## config.mk

```make
export PLATFORM = sky130hd
export DESIGN_NAME = asc_bank
export DESIGN_NICKNAME = d
export VERILOG_FILES = /design/src/asc_pkg.sv /design/src/asc_bank.sv
export VERILOG_INCLUDE_DIRS = /design/src
export SDC_FILE = /design/constraint.sdc
export NUM_CORES = 1
export LEC_CHECK = 0
export ABC_CLOCK_PERIOD_IN_PS = 1900
export BUFFER_PORTS_ARGS = -buffer_cell sky130_fd_sc_hd__buf_2
export CORE_ASPECT_RATIO = 0.8
export CORE_MARGIN = 2
export CORE_UTILIZATION = 51
export DETAILED_ROUTE_END_ITERATION = 12
export GPL_ROUTABILITY_DRIVEN = 0
export GPL_TIMING_DRIVEN = 0
export PLACE_DENSITY = 0.85
export SKIP_LAST_GASP = 1
export SYNTH_ARGS = -nofsm -noshare
export SYNTH_HDL_FRONTEND = slang
export SYNTH_SLANG_ARGS = --single-unit
```

## constraint.sdc

```tcl
create_clock -name core_clk -period 1.9 [get_ports core_clk]
set_input_delay 0.19 -clock core_clk [delete_from_list [all_inputs] [get_ports core_clk]]
set_output_delay 0.19 -clock core_clk [all_outputs]
set_load 0.02 [all_outputs]
```

## src/asc_params.svh

```systemverilog
// Register map, field positions, reset values and codes of the alert and link configuration bank
`ifndef ASC_PARAMS_SVH
`define ASC_PARAMS_SVH

// Register offsets
`define ASC_OFF_AUX_HOT 8'h0d
`define ASC_OFF_CMP_CELL_HIGH 8'h0e
`define ASC_OFF_CMP_CELL_LOW 8'h0f
`define ASC_OFF_CMP_AUX_COLD 8'h10
`define ASC_OFF_CMP_AUX_HOT 8'h11
`define ASC_OFF_BAL_SW 8'h12
`define ASC_OFF_SW_ACTION 8'h13
`define ASC_OFF_IF_CFG_ONE 8'h14

// Field positions in the interface configuration and software action registers
`define ASC_POS_TOPOLOGY 14
`define ASC_POS_UPPER_IDLE 13
`define ASC_POS_LOWER_IDLE 12
`define ASC_POS_ADAPTIVE 10
`define ASC_POS_ALIVE 9
`define ASC_POS_HOST 8
`define ASC_POS_CSB_PULLUP 7
`define ASC_POS_SW_POR 0

// Reset values
`define ASC_RST_TOPOLOGY 2'h3
`define ASC_RST_ADAPTIVE 2'h0
`define ASC_RST_ALERT16 16'h0000

// Topology and adaptive codes
`define ASC_TOPO_EXT_LOOP 2'h0
`define ASC_TOPO_INT_LOOP 2'h1
`define ASC_TOPO_DIFF_ALERT 2'h2
`define ASC_TOPO_DUAL 2'h3
`define ASC_ADAPT_UPPER 2'h1
`define ASC_ADAPT_LOWER 2'h2

// Scan configuration codes 100..111 are balance switch diagnostics (top bit set)
`define ASC_SCAN_BAL_BIT 2

`endif

```

## src/asc_pkg.sv

```systemverilog
// Types of the alert status and interface configuration bank
package asc_pkg;

  // Comparator results and their per-channel enables share one layout
  typedef struct packed {
    logic [13:0] cell_high;
    logic [13:0] cell_low;
    logic [3:0] aux_cold;
    logic [3:0] aux_hot;
  } asc_cmp_s;

  // Register access request from the command decoder
  typedef struct packed {
    logic wr;
    logic rd;
    logic [7:0] addr;
    logic [15:0] wdata;
  } asc_req_s;

  // Stored configuration fields
  typedef struct packed {
    logic [1:0] uart_topology;
    logic upper_tx_idle_float;
    logic lower_tx_idle_float;
    logic [1:0] adaptive_tx_select;
    logic alive_counter_enable;
    logic chip_select_pullup_enable;
  } asc_cfg_s;

  // Effective link controls seen by the UART and pin logic
  typedef struct packed {
    logic spi_mode;
    logic up_accepts_write;
    logic up_accepts_read;
    logic down_accepts_write;
    logic down_accepts_read;
    logic down_is_return;
    logic down_is_alert;
    logic se_alert_enable;
    logic loopback_shunt_en;
    logic upper_tx_idle_float;
    logic lower_tx_idle_float;
    logic adapt_upper;
    logic adapt_lower;
    logic alive_counter_enable;
    logic csb_pullup_enable;
    logic host_path_flag;
  } asc_link_s;

endpackage

```

## src/asc_bank.sv

```systemverilog
// Alert status registers, software reset request and interface configuration bank
`timescale 1ns/1ps
`default_nettype none
`include "asc_params.svh"

module asc_bank (
  // Clock, reset, enable
  input wire logic core_clk,
  input wire logic rstn,
  input wire logic clk_en,
  // Register access from the command decoder
  input wire asc_pkg::asc_req_s req,
  output logic [15:0] rdata,
  output logic rvalid,
  // Interface select pin, high selects UART
  input wire logic interface_select,
  // Host path commands from the UART decoder
  input wire logic select_up_as_host_cmd,
  input wire logic select_down_as_host_cmd,
  // Alert enables from the threshold registers
  input wire asc_pkg::asc_cmp_s alert_enable,
  // ADC acquisition result
  input wire logic adc_acq_done,
  input wire logic [3:0] adc_aux_below,
  // Comparator acquisition result
  input wire logic cmp_acq_done,
  input wire asc_pkg::asc_cmp_s cmp_result,
  // Balance switch diagnostic result
  input wire logic bal_acq_done,
  input wire logic [2:0] scan_configuration,
  input wire logic [3:0] top_cell_position_one,
  input wire logic [13:0] bal_fail,
  // Software reset request and link controls
  output logic software_power_on_reset,
  output asc_pkg::asc_link_s link
);
  import asc_pkg::*;

  typedef struct packed {
    logic ifs_meta;
    logic ifs_sync;
    logic host_up;
    asc_cfg_s cfg;
    logic [3:0] aux_hot_alert_bits;
    logic [13:0] cmp_cell_high_bits;
    logic [13:0] cmp_cell_low_bits;
    logic [3:0] cmp_aux_cold_bits;
    logic [3:0] cmp_aux_hot_bits;
    logic [13:0] balance_switch_fault_bits;
    logic por_pulse;
    logic [15:0] rdata;
    logic rvalid;
    asc_link_s link;
  } asc_state_s;

  asc_state_s st;
  asc_state_s next_st;
  logic wr_cfg;
  logic wr_action;
  logic soft_por;
  logic spi_mode;
  logic [13:0] top_mask;
  logic [15:0] cfg_word;

  // Cells at or below the configured top position stay visible
  always_comb begin
    top_mask = 14'h0000;
    for (int i = 0; i < 14; i++) begin
      top_mask[i] = (4'(i) < top_cell_position_one);
    end
  end

  // Readback of the configuration word, host bit forced to one in SPI
  always_comb begin
    cfg_word = 16'h0000;
    cfg_word[`ASC_POS_TOPOLOGY +: 2] = st.cfg.uart_topology;
    cfg_word[`ASC_POS_UPPER_IDLE] = st.cfg.upper_tx_idle_float;
    cfg_word[`ASC_POS_LOWER_IDLE] = st.cfg.lower_tx_idle_float;
    cfg_word[`ASC_POS_ADAPTIVE +: 2] = st.cfg.adaptive_tx_select;
    cfg_word[`ASC_POS_ALIVE] = st.cfg.alive_counter_enable;
    cfg_word[`ASC_POS_HOST] = st.host_up | spi_mode;
    cfg_word[`ASC_POS_CSB_PULLUP] = st.cfg.chip_select_pullup_enable;
  end

  assign spi_mode = ~st.ifs_sync;
  assign wr_cfg = req.wr && (req.addr == `ASC_OFF_IF_CFG_ONE);
  assign wr_action = req.wr && (req.addr == `ASC_OFF_SW_ACTION);
  // only a written one starts the event
  assign soft_por = wr_action && req.wdata[`ASC_POS_SW_POR];

  // Next state of the whole bank
  always_comb begin
    next_st = st;
    // The pin is asynchronous, so only the second stage is ever used
    next_st.ifs_meta = interface_select;
    next_st.ifs_sync = st.ifs_meta;
    next_st.por_pulse = soft_por;

    // Soft reset clears alerts and the alive counter enable; acquisitions below win
    if (soft_por) begin
      next_st.aux_hot_alert_bits = 4'h0;
      next_st.cmp_cell_high_bits = 14'h0000;
      next_st.cmp_cell_low_bits = 14'h0000;
      next_st.cmp_aux_cold_bits = 4'h0;
      next_st.cmp_aux_hot_bits = 4'h0;
      next_st.balance_switch_fault_bits = 14'h0000;
      next_st.cfg.alive_counter_enable = 1'b0;
    end

    if (adc_acq_done) begin
      next_st.aux_hot_alert_bits = adc_aux_below & alert_enable.aux_hot;
    end
    if (cmp_acq_done) begin
      next_st.cmp_cell_high_bits = cmp_result.cell_high & alert_enable.cell_high;
      next_st.cmp_cell_low_bits = cmp_result.cell_low & alert_enable.cell_low;
      next_st.cmp_aux_cold_bits = cmp_result.aux_cold & alert_enable.aux_cold;
      next_st.cmp_aux_hot_bits = cmp_result.aux_hot & alert_enable.aux_hot;
    end
    if (bal_acq_done && scan_configuration[`ASC_SCAN_BAL_BIT]) begin
      next_st.balance_switch_fault_bits = bal_fail & top_mask;
    end

    // writable fields; soft reset clears only alive_counter_enable among them
    if (wr_cfg) begin
      next_st.cfg.uart_topology = req.wdata[`ASC_POS_TOPOLOGY +: 2];
      next_st.cfg.upper_tx_idle_float = req.wdata[`ASC_POS_UPPER_IDLE];
      next_st.cfg.lower_tx_idle_float = req.wdata[`ASC_POS_LOWER_IDLE];
      next_st.cfg.adaptive_tx_select = req.wdata[`ASC_POS_ADAPTIVE +: 2];
      next_st.cfg.alive_counter_enable = req.wdata[`ASC_POS_ALIVE];
      next_st.cfg.chip_select_pullup_enable = req.wdata[`ASC_POS_CSB_PULLUP];
    end

    // host path commands, down only reachable in dual mode
    if (select_up_as_host_cmd) begin
      next_st.host_up = 1'b1;
    end else if (select_down_as_host_cmd && (st.cfg.uart_topology == `ASC_TOPO_DUAL)) begin
      next_st.host_up = 1'b0;
    end
    if (next_st.cfg.uart_topology != `ASC_TOPO_DUAL) begin
      next_st.host_up = 1'b1;
    end

    // status registers have no write path; reads answer next cycle
    next_st.rvalid = req.rd;
    if (req.rd) begin
      case (req.addr)
        `ASC_OFF_AUX_HOT: next_st.rdata = {12'h000, st.aux_hot_alert_bits};
        `ASC_OFF_CMP_CELL_HIGH: next_st.rdata = {2'h0, st.cmp_cell_high_bits};
        `ASC_OFF_CMP_CELL_LOW: next_st.rdata = {2'h0, st.cmp_cell_low_bits};
        `ASC_OFF_CMP_AUX_COLD: next_st.rdata = {12'h000, st.cmp_aux_cold_bits};
        `ASC_OFF_CMP_AUX_HOT: next_st.rdata = {12'h000, st.cmp_aux_hot_bits};
        `ASC_OFF_BAL_SW: next_st.rdata = {2'h0, st.balance_switch_fault_bits};
        `ASC_OFF_SW_ACTION: next_st.rdata = 16'h0000;
        `ASC_OFF_IF_CFG_ONE: next_st.rdata = cfg_word;
        default: next_st.rdata = 16'h0000;
      endcase
    end

    // all UART controls but alive_counter_enable drop while SPI is selected, and host_path_flag is held at one
    next_st.link = '0;
    next_st.link.spi_mode = spi_mode;
    next_st.link.host_path_flag = st.host_up | spi_mode;
    next_st.link.alive_counter_enable = st.cfg.alive_counter_enable;
    next_st.link.csb_pullup_enable = spi_mode & st.cfg.chip_select_pullup_enable;
    if (!spi_mode) begin
      // up path always takes commands in from the lower side
      next_st.link.up_accepts_read = 1'b1;
      next_st.link.upper_tx_idle_float = st.cfg.upper_tx_idle_float;
      next_st.link.lower_tx_idle_float = st.cfg.lower_tx_idle_float;
      next_st.link.adapt_upper = (st.cfg.adaptive_tx_select == `ASC_ADAPT_UPPER);
      next_st.link.adapt_lower = (st.cfg.adaptive_tx_select == `ASC_ADAPT_LOWER);
      case (st.cfg.uart_topology)
        `ASC_TOPO_EXT_LOOP: begin
          next_st.link.up_accepts_write = 1'b1;
          next_st.link.down_is_return = 1'b1;
          next_st.link.se_alert_enable = 1'b1;
        end
        // internal shunt, engaged whenever internal loopback is selected
        `ASC_TOPO_INT_LOOP: begin
          next_st.link.up_accepts_write = 1'b1;
          next_st.link.down_is_return = 1'b1;
          next_st.link.se_alert_enable = 1'b1;
          next_st.link.loopback_shunt_en = 1'b1;
        end
        `ASC_TOPO_DIFF_ALERT: begin
          next_st.link.up_accepts_write = 1'b1;
          next_st.link.down_is_alert = 1'b1;
        end
        // writes only on the host path
        `ASC_TOPO_DUAL: begin
          next_st.link.up_accepts_write = st.host_up;
          next_st.link.down_accepts_write = ~st.host_up;
          next_st.link.down_accepts_read = 1'b1;
          next_st.link.se_alert_enable = 1'b1;
        end
        default: begin
          next_st.link.up_accepts_write = 1'b0;
        end
      endcase
    end
  end

  // State register; clock enable low freezes everything
  always_ff @(posedge core_clk or negedge rstn) begin
    if (!rstn) begin
      st <= '0;
      st.host_up <= 1'b1;
      st.cfg.uart_topology <= `ASC_RST_TOPOLOGY;
      st.cfg.adaptive_tx_select <= `ASC_RST_ADAPTIVE;
      st.link.host_path_flag <= 1'b1;
      st.link.spi_mode <= 1'b1;
    end else if (clk_en) begin
      st <= next_st;
    end
  end

  assign rdata = st.rdata;
  assign rvalid = st.rvalid;
  assign software_power_on_reset = st.por_pulse;
  assign link = st.link;

  // pulse follows each written one by one cycle, back-to-back writes too
  property p_por_pulse;
    @(posedge core_clk) disable iff (!rstn)
      clk_en |=> (software_power_on_reset == $past(soft_por));
  endproperty
  a_por_pulse: assert property (p_por_pulse) else $error("soft reset pulse wrong");

  property p_action_reads_zero;
    @(posedge core_clk) disable iff (!rstn)
      (clk_en && req.rd && req.addr == `ASC_OFF_SW_ACTION) |=> (rvalid && rdata == 16'h0000);
  endproperty
  a_action_reads_zero: assert property (p_action_reads_zero) else $error("action reads nonzero");

  // cell high bits follow enabled results
  property p_cell_high;
    @(posedge core_clk) disable iff (!rstn)
      (clk_en && cmp_acq_done) |=>
        (st.cmp_cell_high_bits == $past(cmp_result.cell_high & alert_enable.cell_high));
  endproperty
  a_cell_high: assert property (p_cell_high) else $error("cell high alert mismatch");

  // cell low bits follow enabled results
  property p_cell_low;
    @(posedge core_clk) disable iff (!rstn)
      (clk_en && cmp_acq_done) |=>
        (st.cmp_cell_low_bits == $past(cmp_result.cell_low & alert_enable.cell_low));
  endproperty
  a_cell_low: assert property (p_cell_low) else $error("cell low alert mismatch");

  // no balance fault above the top cell
  property p_bal_mask;
    @(posedge core_clk) disable iff (!rstn)
      (clk_en && bal_acq_done && scan_configuration[2]) |=>
        ((st.balance_switch_fault_bits & ~$past(top_mask)) == 14'h0000);
  endproperty
  a_bal_mask: assert property (p_bal_mask) else $error("balance fault above top cell");

  // a write that is not a soft reset never changes the cell high or balance switch fault register
  property p_ro_write;
    @(posedge core_clk) disable iff (!rstn)
      (clk_en && req.wr && !adc_acq_done && !cmp_acq_done && !bal_acq_done && !soft_por)
        |=> $stable(st.cmp_cell_high_bits) && $stable(st.balance_switch_fault_bits);
  endproperty
  a_ro_write: assert property (p_ro_write) else $error("status changed by write");

  // dual mode never accepts writes on both paths
  property p_dual_write;
    @(posedge core_clk) disable iff (!rstn)
      !(link.up_accepts_write && link.down_accepts_write);
  endproperty
  a_dual_write: assert property (p_dual_write) else $error("writes on both paths");

  // SPI selection silences the UART controls one cycle on
  property p_spi_quiet;
    @(posedge core_clk) disable iff (!rstn)
      (clk_en && spi_mode) ##1 clk_en |->
        (!link.up_accepts_read && !link.loopback_shunt_en && !link.down_is_alert);
  endproperty
  a_spi_quiet: assert property (p_spi_quiet) else $error("UART active in SPI");

  // differential alert turns the single-ended alert off
  property p_diff_alert;
    @(posedge core_clk) disable iff (!rstn)
      link.down_is_alert |-> (!link.se_alert_enable && !link.down_is_return);
  endproperty
  a_diff_alert: assert property (p_diff_alert) else $error("alert paths both active");

  // host indicator reads one unless dual mode chose down
  property p_host_read;
    @(posedge core_clk) disable iff (!rstn)
      (clk_en && req.rd && req.addr == `ASC_OFF_IF_CFG_ONE && st.cfg.uart_topology != 2'h3)
        |=> rdata[8];
  endproperty
  a_host_read: assert property (p_host_read) else $error("host bit low outside dual");

  property p_topo_keep;
    @(posedge core_clk) disable iff (!rstn)
      (clk_en && soft_por && !wr_cfg) |=> $stable(st.cfg.uart_topology);
  endproperty
  a_topo_keep: assert property (p_topo_keep) else $error("topology lost on soft reset");

endmodule // asc_bank
`default_nettype wire

```

==> out/qor.txt, run 1 <==
run status: finished, final reports clean
antenna violations before repair: 0
fraction of synthesis flops using an asynchronous set or reset pin: 100%
fmax: 0.532 GHz
TritonCTS clock tree: yes
syn nets: 630
Hold Vio Cnt, Final: 0
shortest clock period the worst path allows after layout: 1.88 ns
die height: 91.5 um
number of global-route vias before repair: 4275
share of layout cells above drive strength 1: 36.1%
number of distinct library cell variants in the gate-level netlist after synthesis: 56
endpoint kind of the worst setup timing path: flop
Commonest cells post-synth: dfrtp_1 (94), nand2_1 (64), o21ai_0 (64)
total of flip-flops plus latches after synthesis: 99
DPL Wire Length: 10600 um
Avg Synthesized Cell Area: 9.80 um^2
number of DRC markers after the initial detailed-route iteration: 362
Std-Cell Core Area: 9190 um^2
total power per unit cell area: 786 nW/um^2
insertion delay of the later-clocked pin in the worst-skew pair: 0.35 ns
worst flop-to-flop path startpoint: st[56]
wire length of the first global-routing pass: 21400 um
Routed Antenna Nets: 0
fraction of post-synthesis cell area in the top cell type by area: 48.2%
critical-path maximum fanout: 2
mean number of vias per cell: 5.71
synthesis-to-finish area growth: 25.3%
EDFF count, synth: 0
Antenna Diode Count: 0
total gr overflow: 0
number of cells on the worst reg-to-reg path: 5
endpoint required time on the critical path: 2.10 ns
number of levels the H-tree was split into: 3
type of the worst min-delay path: in2reg
Initial Utilization: 53.1%
sequential fraction of the synthesis area: 50.9%
Syn Std Cell Area: 4880 um^2
Worst Tran Pin Value: 0.860 ns
number of max-slew violations in the final report: 0
Period Utilization, post-route: 98.9%
number of search-and-repair iterations in the first detailed-routing pass: 5
leakage power figure: 2.95 nW
All-Layer GR Usage: 26.7%
number of nets in the layout: 798
total power consumption of the routed design: 4.81 mW
cell count after synthesis: 498
Slowest cell on crit path: a2111oi_0
largest net degree at the start of global routing: 70
dominant register cell in the synthesized netlist: dfrtp_1
final clock skew: 0.00695 ns
unrepaired setup endpoints after global routing: no
Startpoint Class: flop
# rows: 31
launch point of the worst path: st[56]
Vias: 4490
dominant cell type by area after synthesis: dfrtp_1
crit-path max cell delay: 0.75 ns
maximum vdd ir drop: 0.000846 V
clock transition time at the flip-flop clock pins of the worst setup and hold paths: 0.07 ns
Die X-Extent: 113 um
routed len/inst: 17.5 um
number of buffers created by CTS: 9
Yosys warning total: 0
DRC violation count after routing: 0
final setup violating endpoints: 0
number of placed I/O pins: 166
Cell Chain, Critical Path: mux2_2, a22oi_1, nor2_1, a2111oi_0, nor3_1
Hold Slack: 0.0779 ns
max capacitance violation total: 0
clock buffer depth: 2
number of clock sinks: 99
total routed wirelength: 13700 um
hold path startpoint: req[12]
Arr. time, crit path: 2.08 ns
cell types occupying the most area after synthesis: dfrtp_1 (48%), o21ai_0 (6.6%), buf_4 (4.9%), nand2_1 (4.9%), nand3_1 (4.4%)
Clock Tree Root: clkbuf_16
quantity of I/O buffers inserted on ports: 155
path type of the worst setup path: reg2reg
number of cells traversed by the worst hold path: 2
remaining max-slew budget at the tightest pin: 41.2%
area of the die: 10400 um^2
most frequent cell after synthesis: dfrtp_1
## routing by layer
metal / track usage [%] / vias to the layer above / wire length [um]
met3: 7.94 / 31 / 1270
met1: 36.5 / 2137 / 5820
met2: 41.9 / 222 / 6370
met4: 6.50 / 0 / 273
met5: 0 / - / 0
li1: - / 2100 / -
## worst max-delay path: cells and delay by family, from the launching register on
| kind | cells | cell delay (ns) |
|---|---|---|
| AOI/OAI and AO/OA | 2 | 0.91 |
| DFF | 1 | 0.39 |
| muxes | 1 | 0.28 |
| and+or+nand+nor | 2 | 0.16 |
## cell usage in the layout, fill, tap and decap left out, drive strengths merged, types with 4 or more instances in the layout
| master | count |
|---|---|
| buf | 198 |
| dfrtp | 94 |
| o21ai | 66 |
| nand2 | 64 |
| nand3 | 44 |
| clkbuf | 33 |
| nor2 | 18 |
| mux2 | 16 |
| a32o | 13 |
| inv | 11 |
| and3 | 10 |
| nor3b | 8 |
| a21oi | 7 |
| a22oi | 7 |
| nor3 | 7 |
| a211oi | 7 |
| a221oi | 6 |
| and2 | 6 |
| dfstp | 5 |
| mux2i | 4 |
| a21o | 4 |
## sequential cells by signal (all words and copies together) (netlist names)
signal	cells
rdata	16
next_st	1
software_power_on_reset	1
st	56
link	16
cfg_word	8
rvalid	1
## layout make-up
type | count | area, um^2
buffer | 63 | 380
clock buffer | 12 | 246
clock inverter | 4 | 27.5
fill | 735 | 3080
inverter | 12 | 45.0
multi-input combinational | 324 | 1970
sequential | 99 | 2480
tap | 115 | 144
timing repair buffer | 157 | 816
## repair_timing
action                                 in CTS  in global routing
resized for setup                           0                  1
setup endpoints to repair                   0                  1
hold buffers                                1                  0
buffers inserted                            0                  0
endpoints found under the hold margin      30                  0
## where the power goes
part | leakage, nW | switching [mW] | total (mW) | internal (mW)
Sequential | 1.31 | 0.111 | 2.38 | 2.27
Combinational | 1.52 | 0.402 | 0.731 | 0.329
Clock | 0.125 | 0.777 | 1.70 | 0.922
Total | 2.95 | 1.29 | 4.81 | 3.52
## metrics by stage
step                      cells  util (%)  setup slack (ns)  area (um^2)  TNS (ns)
final                       786      66.5            0.0211         6110         0
after global routing        786      66.5            0.0267         6110         0
after CTS                   786      66.5             0.153         6110         0
after detailed placement    769      63.4            -0.106         5830    -0.388
after global placement      768      63.1            -0.261         5800    -24.08
after floorplan             498         -             0.351         4880         0
## kinds of logic after synthesis
family / after synthesis / share of synthesized area, %
and+or+nand+nor: 175 / 18.3
AOI/OAI and AO/OA: 129 / 17.6
buffers and inverters: 75 / 8.72
DFF: 99 / 50.9
muxes: 20 / 4.51
## path summary, 6_finish.rpt
path                                end  slack, ns
min in group asynchronous        st[83]       0.32
max in group asynchronous      link[15]       0.89
hold / removal             cfg_word[12]       0.08
hold reg to reg                  st[37]       0.48
setup reg to reg               rdata[0]       0.02
setup / recovery               rdata[0]       0.02
Power figures use the tool's default switching activity.
==> run 2, diff against run 1 <==
--- a/config.mk
+++ b/config.mk
@@ -6,6 +6,7 @@
 export SDC_FILE = /design/constraint.sdc
 export NUM_CORES = 1
 export LEC_CHECK = 0
+export ABC_AREA = 1
 export ABC_CLOCK_PERIOD_IN_PS = 1900
 export BUFFER_PORTS_ARGS = -buffer_cell sky130_fd_sc_hd__buf_2
 export CORE_ASPECT_RATIO = 0.8
@@ -14,7 +15,7 @@
 export DETAILED_ROUTE_END_ITERATION = 12
 export GPL_ROUTABILITY_DRIVEN = 0
 export GPL_TIMING_DRIVEN = 0
-export PLACE_DENSITY = 0.85
+export PLACE_DENSITY = 0.84
 export SKIP_LAST_GASP = 1
 export SYNTH_ARGS = -nofsm -noshare
 export SYNTH_HDL_FRONTEND = slang
==> out/qor.txt, run 2 <==
share of layout cells above drive strength 1: 27.4% (-8.7 points)
DPL Wire Length: 10200 um (-3.5%)
main combinational cell family by area after synthesis: simple AND/OR/NAND/NOR gates
P_sw: 1.20 mW (-6.9%)
hold path startpoint: interface_select
multiplexer area fraction after synthesis: 0% (-4.5 points)
Period Utilization, post-route: 69.7% (-29 points)
total power per unit cell area: 751 nW/um^2 (-4.4%)
share of the synthesized area in compound gates (AO/OA/AOI/OAI): 7.94% (-9.6 points)
dominant register cell in the synthesized netlist: dfrtp_1
simple-gate portion of the synthesized area: 31.9% (+14 points)
fraction of synthesis flops using an asynchronous set or reset pin: 100% (unchanged)
number of max-slew violations in the final report: 0 (unchanged)
number of distinct library cell variants in the gate-level netlist after synthesis: 27 (-52%)
Die X-Extent: 115 um (+1.7%)
max capacitance violation total: 0 (unchanged)
number of cells traversed by the worst hold path: 3 (+1)
total power consumption of the routed design: 4.76 mW (-1.1%)
maximum vdd ir drop: 0.000389 V (-54%)
Startpoint Class: input pin
Synth Area in XOR/XNOR: 0% (unchanged)
type of the worst min-delay path: in2reg
clock transition time at the flip-flop clock pins of the worst setup and hold paths: 0.06 ns (about the same)
total negative slack for setup checks: 0 ns (unchanged)
number of global-route vias before repair: 4479 (+4.8%)
dominant cell type by area after synthesis: dfrtp_1
capture endpoint of the worst hold path: next_st[97]
Hold Vio Cnt, Final: 0 (unchanged)
Commonest cells post-synth: nand2_1 (212), nand3_1 (95), dfrtp_1 (94)
total gr overflow: 0 (unchanged)
total of flip-flops plus latches after synthesis: 99 (unchanged)
TritonCTS clock tree: yes
quantity of I/O buffers inserted on ports: 154 (-0.65%)
final worst setup slack: 0.576 ns (+0.555 ns)
number of levels the H-tree was split into: 3 (unchanged)
number of cells on the worst reg-to-reg path: 4 (-1)
Vias: 5038 (+12%)
number of placed I/O pins: 166 (unchanged)
leakage power figure: 3.60 nW (+22%)
mean number of vias per cell: 5.17 (-9.5%)
insertion delay of the later-clocked pin in the worst-skew pair: 0.34 ns (about the same)
shortest clock period the worst path allows after layout: 1.32 ns (-0.555 ns)
Largest register FFs: 56 (unchanged)
antenna violations before repair: 0 (unchanged)
Biggest register: st
final clock skew: 0.00409 ns (-0.00287 ns)
Yosys warning total: 0 (unchanged)
sequential fraction of the synthesis area: 49.1% (-1.8 points)
fraction of power spent switching nets: 25.2% (-1.6 points)
most common cell after layout, fill and taps aside: nand2_1
Syn Std Cell Area: 5060 um^2 (+3.6%)
wire length of the first global-routing pass: 21200 um (-0.65%)
EDFF count, synth: 0 (unchanged)
# rows: 32 (+3.2%)
reg2reg end: rdata[8]
fraction of the mapped netlist area in adder cells: 0% (unchanged)
endpoint kind of the worst setup timing path: flop
synthesis-to-finish area growth: 25.2%
Initial Utilization: 52.4% (-0.67 points)
Hold Slack: 0.0673 ns (-0.0106 ns)
Clk network pwr share: 37.7% (+2.4 points)
DRC violation count after routing: 0 (unchanged)
die height: 93.1 um (+1.7%)
number of nets in the layout: 968 (+21%)
Pint: 3.56 mW (+1.1%)
Clock Tree Root: clkbuf_16
cell types occupying the most area after synthesis: dfrtp_1 (47%), nand2_1 (16%), nand3_1 (9.4%), buf_4 (5.3%), nor2_1 (5.3%)
clock buffer depth: 2 (unchanged)
portion of total power attributed to combinational logic: 13.2% (-2.0 points)
fmax: 0.756 GHz (+42%)
Avg Synthesized Cell Area: 7.56 um^2 (-23%)
Non-Filler Cell Area, Final: 6330 um^2 (+3.5%)
most frequent cell after synthesis: nand2_1
total instance count after detailed placement: 960 (+25%)
number of search-and-repair iterations in the first detailed-routing pass: 5 (unchanged)
flop-to-flop setup slack: 0.79 ns (+0.77 ns)
fraction of post-synthesis cell area in the top cell type by area: 46.5% (-1.7 points)
path type of the worst setup path: in2reg
DP Worst Slack: 0.259 ns (+0.364 ns)
total routed wirelength: 13300 um (-3.1%)
Seq pwr share: 49.1% (-0.3 points)
syn nets: 801 (+27%)
Antenna Diode Count: 0 (unchanged)
run status: finished, final reports clean
routed len/inst: 13.6 um (-22%)
Arr. time, crit path: 1.54 ns (-0.54 ns)
Worst Tran Pin Value: 0.501 ns (-0.360 ns)
number of clock sinks: 99 (unchanged)
final std cells w/o fill: 975 (+24%)
critical-path maximum fanout: 10 (+8)
endpoint required time on the critical path: 2.12 ns (+0.02 ns)
cell count after synthesis: 669 (+34%)
most used cells in the layout excluding fill and tap cells: nand2_1 (212), buf_2 (160), nand3_1 (95), dfrtp_1 (94), nor2_1 (72)
number of buffers created by CTS: 9 (unchanged)
area of the die: 10700 um^2 (+3.5%)
final core utilization: 65.6% (-0.92 points)
number of DRC markers after the initial detailed-route iteration: 371 (+2.5%)
number of setup buffers added after CTS: 0 (unchanged)
instance area after placement: 6030 um^2 (+3.4%)
Std-Cell Core Area: 9650 um^2 (+5.0%)
largest net degree at the start of global routing: 75 (+7.1%)
Routed Antenna Nets: 0 (unchanged)
remaining max-slew budget at the tightest pin: 66.6% (+25 points)
All-Layer GR Usage: 25.4% (-1.2 points)
unrepaired setup endpoints after global routing: no
final setup violating endpoints: 0 (unchanged)
worst flop-to-flop path startpoint: st[96]
-- run 2: critical path, stage by stage --
cell and delay [ns]:
buf_2 0.09, inv_1 0.04, nand2_1 0.08, nor2_2 0.22
nand4_2 0.34, clkbuf_1 0.34, nand3_1 0.15, o21ai_0 0.08
-- run 2: kinds of logic (layout without fill, tap and decap cells) --
kind of cell / after synthesis / in the layout
AOI/OAI and AO/OA: 73 / 73
DFF: 99 / 99
and+or+nand+nor: 389 / 389
buffers and inverters: 108 / 278
-- run 2: worst max-delay path by stage --
stage | startpoint | endpoint | slack [ns] | cells after the start
detailed placement | req[22] | st[43] | 0.26 | 8
CTS | req[22] | st[46] | 0.59 | 8
global route | req[23] | st[43] | 0.48 | 8
global placement | rstn | st[78] | -0.32 | 1
finish | req[22] | st[46] | 0.58 | 8
floorplan | req[22] | cfg_word[13] | 0.74 | 9
-- run 2: area by class of cell --
class                      count  area (um^2)
buffer                        60          377
clock inverter                 4         52.6
fill                         832         3320
sequential                    99         2480
inverter                      48          180
timing repair buffer         156          811
clock buffer                  10          239
multi-input combinational    462         2020
tap                          136          170
-- run 2: power groups by stage --
| stage | clock, mW | sequential [mW] | combinational (mW) |
|---|---|---|---|
| after detailed placement | 0 | 2.37 | 0.625 |
| after CTS | 1.81 | 2.33 | 0.631 |
| after global placement | 0 | 2.36 | 0.603 |
| after global routing | 1.89 | 2.35 | 0.710 |
| after floorplan | 0 | 2.34 | 0.346 |
| final | 1.79 | 2.33 | 0.628 |
-- run 2: timing repair --
action	4_1_cts	5_1_grt
hold buffers	1	0
endpoints found under the hold margin	24	0
resized for setup	0	0
-- run 2: metal layers --
| metal | global-route usage, % | routed length (um) | vias up | share of wire [%] |
|---|---|---|---|---|
| li1 | - | - | 2443 | - |
| met1 | 37.4 | 5960 | 2336 | 45 |
| met2 | 38.6 | 6030 | 231 | 45 |
| met3 | 4.28 | 996 | 28 | 7.5 |
| met4 | 8.03 | 305 | 0 | 2.3 |
| met5 | 0 | 0 | - | 0 |
